**src/logic/conv_port_pkg.sv**
```systemverilog
// constants, state type and register lengths of the converter serial port
// assumes a single system clock; all serial pins are sampled by that clock
`default_nettype none
package conv_port_pkg;

    // ==========================================================
    // register map
    localparam int NUM_REGS = 12;
    localparam int REG_W = 24;
    localparam int ADDR_W = 4;
    localparam int LEN_W = 5;
    localparam logic [ADDR_W-1:0] ADDR_STATUS = 4'h0;
    localparam logic [ADDR_W-1:0] ADDR_DATA = 4'h1;
    localparam logic [ADDR_W-1:0] ADDR_MODE = 4'h2;
    localparam logic [ADDR_W-1:0] ADDR_FILTER = 4'h3;
    localparam logic [ADDR_W-1:0] ADDR_DAC = 4'h4;
    localparam logic [ADDR_W-1:0] ADDR_LAST = 4'hB;
    localparam logic [REG_W-1:0] REG_RST = 24'h000000;
    localparam int STATUS_RDY_BIT = 7;

    // ==========================================================
    // command byte layout
    localparam logic [LEN_W-1:0] LEN_8 = 5'h08;
    localparam logic [LEN_W-1:0] LEN_16 = 5'h10;
    localparam logic [LEN_W-1:0] LEN_24 = 5'h18;
    localparam int DIR_HI_BIT = 5;
    localparam int DIR_LO_BIT = 4;
    localparam logic [1:0] DIR_WRITE = 2'h0;
    localparam logic [1:0] DIR_READ = 2'h1;
    localparam logic [1:0] DIR_CONT = 2'h2;
    localparam logic [1:0] DIR_STOP = 2'h3;

    // ==========================================================
    // mode word: top field selects calibration
    localparam int MODE_SEL_HI = 15;
    localparam int MODE_SEL_LO = 13;
    localparam logic [2:0] MODE_CAL_ZERO = 3'h4;
    localparam logic [2:0] MODE_CAL_FULL = 3'h5;

    // ==========================================================
    // port state, gray along cmd -> write / cmd -> read
    typedef enum logic [1:0] {
        ST_CMD = 2'h0,
        ST_WRITE = 2'h1,
        ST_READ = 2'h2
    } port_state_t;

    function automatic logic [LEN_W-1:0] reg_len(input logic [ADDR_W-1:0] a);
        logic [LEN_W-1:0] len;
        len = LEN_24;
        if (a == ADDR_STATUS || a == ADDR_DAC || a > ADDR_LAST) begin
            len = LEN_8;
        end else if (a == ADDR_MODE) begin
            len = LEN_16;
        end
        return len;
    endfunction

endpackage
`default_nettype wire

```
**src/logic/pin_sync_if.sv**
```systemverilog
// synchronised serial pin levels passed from the sampler to the port core
// assumes both ends run on the same system clock
`timescale 1ns/100ps
`default_nettype none
interface pin_sync_if;
    logic sclk;
    logic cs_n;
    logic din;
    logic edge_polarity_select;
    modport src (output sclk, output cs_n, output din, output edge_polarity_select);
    modport dst (input sclk, input cs_n, input din, input edge_polarity_select);
endinterface
`default_nettype wire

```
**src/logic/pin_sync.sv**
```systemverilog
// three-stage samplers for the serial pins and the polarity strap
// assumes pins are asynchronous to i_clk; a level is taken when stages agree
`timescale 1ns/100ps
`default_nettype none
module pin_sync (
    input wire logic i_clk,
    input wire logic i_srst,
    input wire logic i_sclk,
    input wire logic i_cs_n,
    input wire logic i_din,
    input wire logic i_pol,
    pin_sync_if.src sync
);
    logic [3:0] s1;
    logic [3:0] s2;
    logic [3:0] s3;

    // ==========================================================
    // sampler chain
    always_ff @(posedge i_clk) begin
        s1 <= {i_pol, i_din, i_cs_n, i_sclk};
        s2 <= s1;
        s3 <= s2;
    end

    // ==========================================================
    // accept a change only when stages two and three agree
    always_ff @(posedge i_clk) begin
        if (i_srst) begin
            // follow the pins in reset, select held high, so no false edge shows at release
            sync.sclk <= s3[0];
            sync.cs_n <= 1'b1;
            sync.din <= s3[2];
            sync.edge_polarity_select <= s3[3];
        end else begin
            if (s2[0] == s3[0]) begin
                sync.sclk <= s3[0];
            end
            if (s2[1] == s3[1]) begin
                sync.cs_n <= s3[1];
            end
            if (s2[2] == s3[2]) begin
                sync.din <= s3[2];
            end
            if (s2[3] == s3[3]) begin
                sync.edge_polarity_select <= s3[3];
            end
        end
    end
endmodule
`default_nettype wire

```
**src/logic/converter_serial_port.sv**
```systemverilog
// serial register port of a converter: command, write, read and ready logic
// assumes i_clk well above the serial clock; converter core drives results
//
// Function
// RULE1 - bits gather in input shifter, copied only after the full length
// RULE2 - dac write ends after 8 clocks, filter write after 24
// RULE3 - polarity high samples on rising edge, low on falling edge
// RULE4 - host parks serial clock at polarity level in three-wire use
// RULE5 - host launches on one edge, device captures on the opposite edge
// RULE6 - port-line select goes low well before the first clock edge
// RULE7 - frame-sync host settles msb before first active edge
// RULE8 - read start copies the register into the output shifter in parallel
// RULE9 - polarity high shifts out on falling edge, low on rising edge
// RULE10 - read bit driven after launch edge, host samples next edge
// RULE11 - select falling puts the output msb on data-out without clock
// RULE12 - after the msb, later bits change on the shifting edge
// RULE13 - ready goes low when a fresh result lands in data register
// RULE14 - ready returns high once a data register read completes
// RULE15 - ready goes high before an update; host avoids reading then
// RULE16 - same result may be read again after ready returned high
// RULE17 - host never uses continuous read on a shared data wire
// RULE18 - twelve registers reachable only through the serial port
// RULE19 - command 03 selects filter write, command 02 mode write
// RULE20 - mode words start full-scale or zero-scale calibration
// RULE21 - ready goes low when each calibration cycle completes
// RULE22 - host may skip the filter write when defaults suit
// RULE23 - after reset the first transfer is a command byte
// RULE24 - direction 01 single read, 10 continuous, 11 leaves continuous
// RULE25 - after any write the port expects a command byte again
// RULE26 - data-out released and bit counter restarted while select high
// RULE27 - no data driven onto data-out during writes
`timescale 1ns/100ps
`default_nettype none
module converter_serial_port (
    input wire logic i_clk,
    input wire logic i_srst,
    input wire logic i_sclk,
    input wire logic i_cs_n,
    input wire logic i_din,
    input wire logic i_edge_polarity_select,
    input wire logic i_result_valid,
    input wire logic [conv_port_pkg::REG_W-1:0] i_result,
    input wire logic i_update_soon,
    input wire logic i_cal_done,
    output logic o_dout,
    output logic o_dout_oe_n,
    output logic o_rdy_n,
    output logic [conv_port_pkg::REG_W-1:0] o_mode,
    output logic [conv_port_pkg::REG_W-1:0] o_filter,
    output logic [conv_port_pkg::REG_W-1:0] o_dac,
    output logic o_mode_load,
    output logic o_cal_start
);
    import conv_port_pkg::*;

    pin_sync_if pins ();
    port_state_t st;
    logic sclk_prev;
    logic [LEN_W-1:0] bit_cnt;
    logic [REG_W-1:0] in_sh;
    logic [REG_W-1:0] out_sh;
    logic [ADDR_W-1:0] addr;
    logic cont_mode;
    logic launched;
    // RULE18 twelve register slots
    logic [REG_W-1:0] regs [NUM_REGS];

    // ==========================================================
    // pin sampling
    pin_sync u_sync (
        .i_clk(i_clk),
        .i_srst(i_srst),
        .i_sclk(i_sclk),
        .i_cs_n(i_cs_n),
        .i_din(i_din),
        .i_pol(i_edge_polarity_select),
        .sync(pins.src)
    );

    always_ff @(posedge i_clk) begin
        if (i_srst) begin
            // track the idle level so a parked-high clock is not an edge
            sclk_prev <= pins.sclk;
        end else begin
            sclk_prev <= pins.sclk;
        end
    end

    // ==========================================================
    // edge and command decode
    logic cs_act;
    logic rise;
    logic fall;
    logic sample_edge;
    logic shift_edge;
    logic [REG_W-1:0] next_in;
    logic [1:0] cmd_dir;
    logic [ADDR_W-1:0] cmd_addr;
    logic [LEN_W-1:0] cur_len;
    logic cmd_done;
    logic wr_done;
    logic rd_done;
    logic stop_seen;
    logic load_rd;
    logic reload;
    logic data_rd_done;
    logic cal_word;

    assign cs_act = ~pins.cs_n;
    assign rise = pins.sclk & ~sclk_prev;
    assign fall = ~pins.sclk & sclk_prev;
    // RULE3 RULE5 capture edge
    assign sample_edge = cs_act & (pins.edge_polarity_select ? rise : fall);
    // RULE9 RULE10 launch edge
    assign shift_edge = cs_act & (pins.edge_polarity_select ? fall : rise);
    assign next_in = {in_sh[REG_W-2:0], pins.din};
    assign cmd_dir = next_in[DIR_HI_BIT:DIR_LO_BIT];
    assign cmd_addr = next_in[ADDR_W-1:0];
    assign cur_len = reg_len(addr);
    assign cmd_done = st == ST_CMD && sample_edge && bit_cnt == LEN_8 - 5'h01;
    // RULE1 RULE2 full length reached
    assign wr_done = st == ST_WRITE && sample_edge
        && bit_cnt == cur_len - 5'h01;
    assign rd_done = st == ST_READ && sample_edge
        && bit_cnt == cur_len - 5'h01;
    // RULE24 exit byte watched on data-in during continuous reads
    assign stop_seen = cont_mode && st == ST_READ && sample_edge
        && bit_cnt[2:0] == 3'h7 && cmd_dir == DIR_STOP;
    assign load_rd = cmd_done && (cmd_dir == DIR_READ || cmd_dir == DIR_CONT);
    assign reload = rd_done && cont_mode && !stop_seen;
    assign data_rd_done = rd_done && !stop_seen && addr == ADDR_DATA;
    assign cal_word = next_in[MODE_SEL_HI:MODE_SEL_LO] == MODE_CAL_ZERO
        || next_in[MODE_SEL_HI:MODE_SEL_LO] == MODE_CAL_FULL;

    // ==========================================================
    // command / write / read sequencing
    always_ff @(posedge i_clk) begin
        if (i_srst) begin
            // RULE23 first transfer is a command
            st <= ST_CMD;
            bit_cnt <= '0;
            in_sh <= '0;
            addr <= ADDR_STATUS;
            cont_mode <= 1'b0;
        end else if (!cs_act) begin
            // RULE26 counter restarts between frames
            bit_cnt <= '0;
        end else if (sample_edge) begin
            in_sh <= next_in;
            case (st)
                ST_CMD: begin
                    if (cmd_done) begin
                        bit_cnt <= '0;
                        addr <= cmd_addr;
                        // RULE19 RULE24 direction field
                        case (cmd_dir)
                            DIR_WRITE: st <= ST_WRITE;
                            DIR_READ: st <= ST_READ;
                            DIR_CONT: begin
                                st <= ST_READ;
                                cont_mode <= 1'b1;
                            end
                            default: cont_mode <= 1'b0;
                        endcase
                    end else begin
                        bit_cnt <= bit_cnt + 5'h01;
                    end
                end
                ST_WRITE: begin
                    // RULE25 back to command after the write
                    if (wr_done) begin
                        st <= ST_CMD;
                        bit_cnt <= '0;
                    end else begin
                        bit_cnt <= bit_cnt + 5'h01;
                    end
                end
                default: begin
                    if (stop_seen) begin
                        st <= ST_CMD;
                        cont_mode <= 1'b0;
                        bit_cnt <= '0;
                    end else if (rd_done) begin
                        bit_cnt <= '0;
                        st <= cont_mode ? ST_READ : ST_CMD;
                    end else begin
                        bit_cnt <= bit_cnt + 5'h01;
                    end
                end
            endcase
        end
    end

    // ==========================================================
    // read value, msb aligned to the top of the shifter
    logic [ADDR_W-1:0] rd_addr;
    logic [REG_W-1:0] rd_word;
    logic [REG_W-1:0] rd_aligned;

    // RULE16 data word readable again
    always_comb begin
        rd_addr = load_rd ? cmd_addr : addr;
        rd_word = '0;
        if (rd_addr == ADDR_STATUS) begin
            rd_word[STATUS_RDY_BIT] = o_rdy_n;
        end else if (rd_addr <= ADDR_LAST) begin
            rd_word = regs[rd_addr];
        end
        case (reg_len(rd_addr))
            LEN_8: rd_aligned = {rd_word[7:0], 16'h0000};
            LEN_16: rd_aligned = {rd_word[15:0], 8'h00};
            default: rd_aligned = rd_word;
        endcase
    end

    // ==========================================================
    // output shifter
    always_ff @(posedge i_clk) begin
        if (i_srst) begin
            out_sh <= '0;
            launched <= 1'b0;
        end else if (load_rd || reload) begin
            // RULE8 parallel copy at read start
            out_sh <= rd_aligned;
            launched <= 1'b0;
        end else if (st == ST_READ && shift_edge) begin
            // RULE12 a launch edge before any capture edge keeps the msb already shown
            if (launched) begin
                out_sh <= {out_sh[REG_W-2:0], 1'b0};
            end
            launched <= 1'b1;
        end else if (st == ST_READ && sample_edge) begin
            launched <= 1'b1;
        end
    end

    // ==========================================================
    // data-out pin, driven only in reads with select low
    always_ff @(posedge i_clk) begin
        if (i_srst) begin
            o_dout <= 1'b0;
            o_dout_oe_n <= 1'b1;
        end else begin
            // RULE11 msb appears as soon as select falls
            o_dout <= out_sh[REG_W-1];
            // RULE26 RULE27 released outside read frames
            o_dout_oe_n <= !(cs_act && st == ST_READ);
        end
    end

    // ==========================================================
    // register file
    always_ff @(posedge i_clk) begin
        if (i_srst) begin
            for (int i = 0; i < NUM_REGS; i++) begin
                regs[i] <= REG_RST;
            end
        end else begin
            // RULE1 commit only on the final bit
            if (wr_done && addr > ADDR_DATA && addr <= ADDR_LAST) begin
                case (cur_len)
                    LEN_8: regs[addr] <= {16'h0000, next_in[7:0]};
                    LEN_16: regs[addr] <= {8'h00, next_in[15:0]};
                    default: regs[addr] <= next_in;
                endcase
            end
            if (i_result_valid) begin
                regs[ADDR_DATA] <= i_result;
            end
        end
    end

    always_ff @(posedge i_clk) begin
        if (i_srst) begin
            o_mode_load <= 1'b0;
            o_cal_start <= 1'b0;
        end else begin
            o_mode_load <= wr_done && addr == ADDR_MODE;
            // RULE20 calibration words
            o_cal_start <= wr_done && addr == ADDR_MODE && cal_word;
        end
    end

    assign o_mode = regs[ADDR_MODE];
    assign o_filter = regs[ADDR_FILTER];
    assign o_dac = regs[ADDR_DAC];

    // ==========================================================
    // ready line; a fresh result beats a same-cycle clear
    always_ff @(posedge i_clk) begin
        if (i_srst) begin
            o_rdy_n <= 1'b1;
        end else if (i_result_valid || i_cal_done) begin
            // RULE13 RULE21 new word or calibration finished
            o_rdy_n <= 1'b0;
        end else if (data_rd_done || i_update_soon || o_cal_start) begin
            // RULE14 RULE15 read complete or update coming
            o_rdy_n <= 1'b1;
        end
    end
endmodule
`default_nettype wire

```
**config.mk**
```make
export PLATFORM = sky130hd
export DESIGN_NAME = converter_serial_port
export DESIGN_NICKNAME = d
export VERILOG_FILES = /design/src/logic/conv_port_pkg.sv /design/src/logic/pin_sync_if.sv /design/src/logic/pin_sync.sv /design/src/logic/converter_serial_port.sv
export SDC_FILE = /design/constraint.sdc
export NUM_CORES = 1
export LEC_CHECK = 0
export BUFFER_PORTS_ARGS = -buffer_cell sky130_fd_sc_hd__buf_2
export CAP_MARGIN = 15
export CORE_AREA = 2 2 182 184
export DETAILED_ROUTE_END_ITERATION = 12
export DIE_AREA = 0 0 184 186
export PLACE_DENSITY_LB_ADDON = 0.15
export SLEW_MARGIN = 10
export SYNTH_ARGS = -nofsm -noshare
export SYNTH_HDL_FRONTEND = slang
export SYNTH_SLANG_ARGS = --single-unit
```
**constraint.sdc**
```tcl
create_clock -name i_clk -period 3.95 [get_ports i_clk]
set_input_delay 0.79 -clock i_clk [delete_from_list [all_inputs] [get_ports i_clk]]
set_output_delay 0.79 -clock i_clk [all_outputs]
set_load 0.02 [all_outputs]
```
==> impl_results.md <==
* Fraction of layout cells with a size suffix above 1 at 0.170
* Initial antenna violation count at 1
* Die area at 34,200 µm²
* Initial Utilization at 0.493
* Adder-cell area share of the yosys netlist at 0.00473
* Drt first-iter violations at 1,311
* Final ANT Viol Nets at 0
* Mux contribution to synthesized area at 0.0737
* Fin crit share at 0.944
* Cells after Synth at 1,381
* Post-layout minimum cycle time at 3.73 ns
* CTS tree: yes
* Sum Neg Setup Slack at 0 ns
* Vias in the first global route at 11,100
* Clk sinks at 361
* Layout area overhead at 16.5%
* Leakage power at 6.73 nW
* Reg-to-Reg End: out_sh[19]
* Final worst slack at 0.220 ns
* Status: completed
* H-tree Lvls at 2
* Syn Std Cell Area at 15,900 µm²
* Compound-cell area share of the yosys netlist at 0.0805
* Maximum vdd drop at 0.320 mV
* Area leader, netlist: edfxtp_1
* Tot GR Track Use at 0.277
* I/O pins at 110
* Hold WC Path Type: register to register
* GRT overflow at 0
* HP Start: u_sync.s1[3]
* Avg Cell Area, Syn at 11.5 µm²
* Average wire per standard cell at 23.3 µm
* Hold Violations, Final at 0
* Nets at 1,593
* Final Wtd Congestion at 0.906
* Post-CTS Setup Inserts at 0
* Core Area at 32,200 µm²
* Simple-gate portion of the synthesized area at 0.175
* Clk_skew at 0.0234 ns
* Xor-xnor portion of the synthesized cell area at 0.00386
* Critical path origin: in_sh[3]
* Die width at 184 µm
* Startpoint Class: register
* # setup viols final at 0
* Worst Reg2Reg Path Length in Cells at 12
* Largest net degree at the start of global routing at 49
* CTS resizes at 0
* Main combinational cell family by area after synthesis: simple AND/OR/NAND/NOR gates
* Ys async rst share at 0
* Power Density at 444 nW/µm²
* Register area share after synthesis at 0.633
* Worst Hold End: u_sync.s2[3]
* Yosys warns at 0
* Reg2Reg Setup Slack at 0.22 ns
* CTS max path bufs at 3
* First-pass GRT wire length at 69.9 mm
* Pre-CTS setup slack at 0.327 ns
* Clock transition at path regs at 0.06 ns
* DP HPWL at 32.0 mm
* Ranking of synthesized cells by area: edfxtp_1 53%, dfxtp_1 10%, mux2i_1 6.6%, nand2_1 4.9%, nor2_1 4.5%
* Rel. slew slack at 0.415
* Vias at 11,500
* Number of enable flip-flop cells after synthesis at 282
* Crit Path Class: register to register
* Clock Latency Late Sink at 0.53 ns
* Ys flop type: edfxtp_1
* Vias/cell at 5.77
* RSZ-0062 raised after global routing: no
* DRC viols at 0
* Final core occ at 0.574
* Die H at 186 µm
* Total clock buffers created by CTS at 39
* Critical path required time at 4.37 ns
* Max Freq at 268 MHz
* Pre-Repair DR Iteration Count at 5
* Row count at 66
* Yosys cell types at 73
* Worst-margin pin slew at 0.878 ns
* Worst R2R Start: in_sh[3]
* Hold WS at 0.325 ns
* I/O Buffers at 109
* Crit path max fanout at 41
* Max-Cap Viols at 0
* Max-slew violation count at 0
* Drt total wl at 46.5 mm
* CP endpoint kind: register
* Share of the synthesized area in the top cell type at 0.534
* Yosys reg bits at 361
* CP arrival at 4.15 ns
* Worst hold path depth at 0
* Hold Buf Count CTS at 0
* Root Driver: clkbuf_16
-- per-stage QoR --
| step | instance area, µm² | cells | total power [mW] |
|---|---|---|---|
| final | 18500 | 1992 | 8.20 |
| after global routing | 18500 | 1991 | 8.44 |
| after CTS | 18500 | 1991 | 8.25 |
| after detailed placement | 17300 | 1921 | 4.81 |
| after global placement | 17300 | 1921 | 4.81 |
| after floorplan | 16000 | 1419 | 4.61 |
-- cells in the mapped netlist, types with 10 or more instances --
cell type	count
a21oi_1	75
and2_1	70
and3_1	28
buf_2	15
clkbuf_1	61
dfxtp_1	79
edfxtp_1	282
mux2i_1	105
nand2_1	206
nand2b_1	19
nand3_1	30
nor2_1	191
nor2b_1	12
nor3_1	10
o21ai_0	14
o22ai_1	27
-- where the power goes --
group          internal [mW]  total (mW)  switching [mW]
sequential              4.27        4.36          0.0872
combinational          0.122       0.378           0.256
clock                   1.99        3.46            1.48
total                   6.38        8.20            1.82
-- worst max-delay path by stage --
| stage | end | slack [ns] |
|---|---|---|
| 2_1_floorplan | regs[7][0] | 0.79 |
| 3_3_place_gp | out_sh[16] | 0.43 |
| 3_5_place_dp | out_sh[19] | 0.33 |
| 4_1_cts | out_sh[19] | 0.29 |
| 5_1_grt | out_sh[16] | 0.05 |
| 6_report | out_sh[19] | 0.22 |
-- cells in the final DEF, fill, tap and decap left out, drive strengths merged, types with 6 or more instances in the layout --
| cell type | n |
|---|---|
| inv | 8 |
| nand3 | 30 |
| xor2 | 6 |
| and2 | 71 |
| o22ai | 27 |
| clkinv | 13 |
| nor4 | 9 |
| nor2 | 191 |
| o21ai | 16 |
| mux2 | 9 |
| a31oi | 8 |
| clkbuf | 50 |
| and3 | 28 |
| nand2b | 19 |
| a21oi | 75 |
| a211oi | 7 |
| mux2i | 106 |
| dfxtp | 79 |
| nand2 | 206 |
| nor2b | 12 |
| edfxtp | 282 |
| a2111oi | 7 |
| o22a | 7 |
| buf | 186 |
| conb | 39 |
| ha | 6 |
| nor3 | 10 |
-- per-layer routing --
layer  GRT usage  wire [µm]  vias to the layer above
met3      0.0560       4390                       81
met5           0         13                        -
met1       0.397      20200                     5561
li1            -          -                     5263
met4      0.0790       1230                        2
met2       0.427      20700                      579
-- flip-flops by register name, summed over array words and instances (netlist names), 2 cells and up --
signal / flops
regs: 279
out_sh: 24
bit_cnt: 5
u_sync.s3: 4
in_sh: 23
addr: 4
st: 2
u_sync.s1: 4
u_sync.s2: 4
-- critical path: stages, from the launching register on --
cell and delay (ns):
dfxtp_1 0.40, inv_1 0.24, ha_1 0.43, o2111a_2 0.29, buf_4 0.21, mux2i_4 0.24, buf_4 0.53, buf_4 0.32
nand2_1 0.07, a21oi_1 0.24, nor4_1 0.13, o221a_2 0.26, a211oi_1 0.23
-- area by class of cell --
cell class | instances | area, µm²
multi-input cells | 961 | 5540
inverters | 5 | 18.8
clock buffers | 50 | 1040
flip-flops and latches | 361 | 10000
repair buffers | 186 | 1170
clock inverters | 20 | 153
fillers | 2743 | 13700
diodes | 1 | 2.50
well taps | 408 | 510
-- kinds of logic (layout without fill, tap and decap cells) --
family | Yosys count | count (layout)
simple gates | 601 | 601
flops | 361 | 361
compound gates | 193 | 193
mux | 115 | 115
buf+inv | 97 | 261
xor+xnor | 7 | 7
fa+ha+maj | 6 | 6
other cells | 1 | 40
Note: power is estimated with default switching activity, not from simulation.
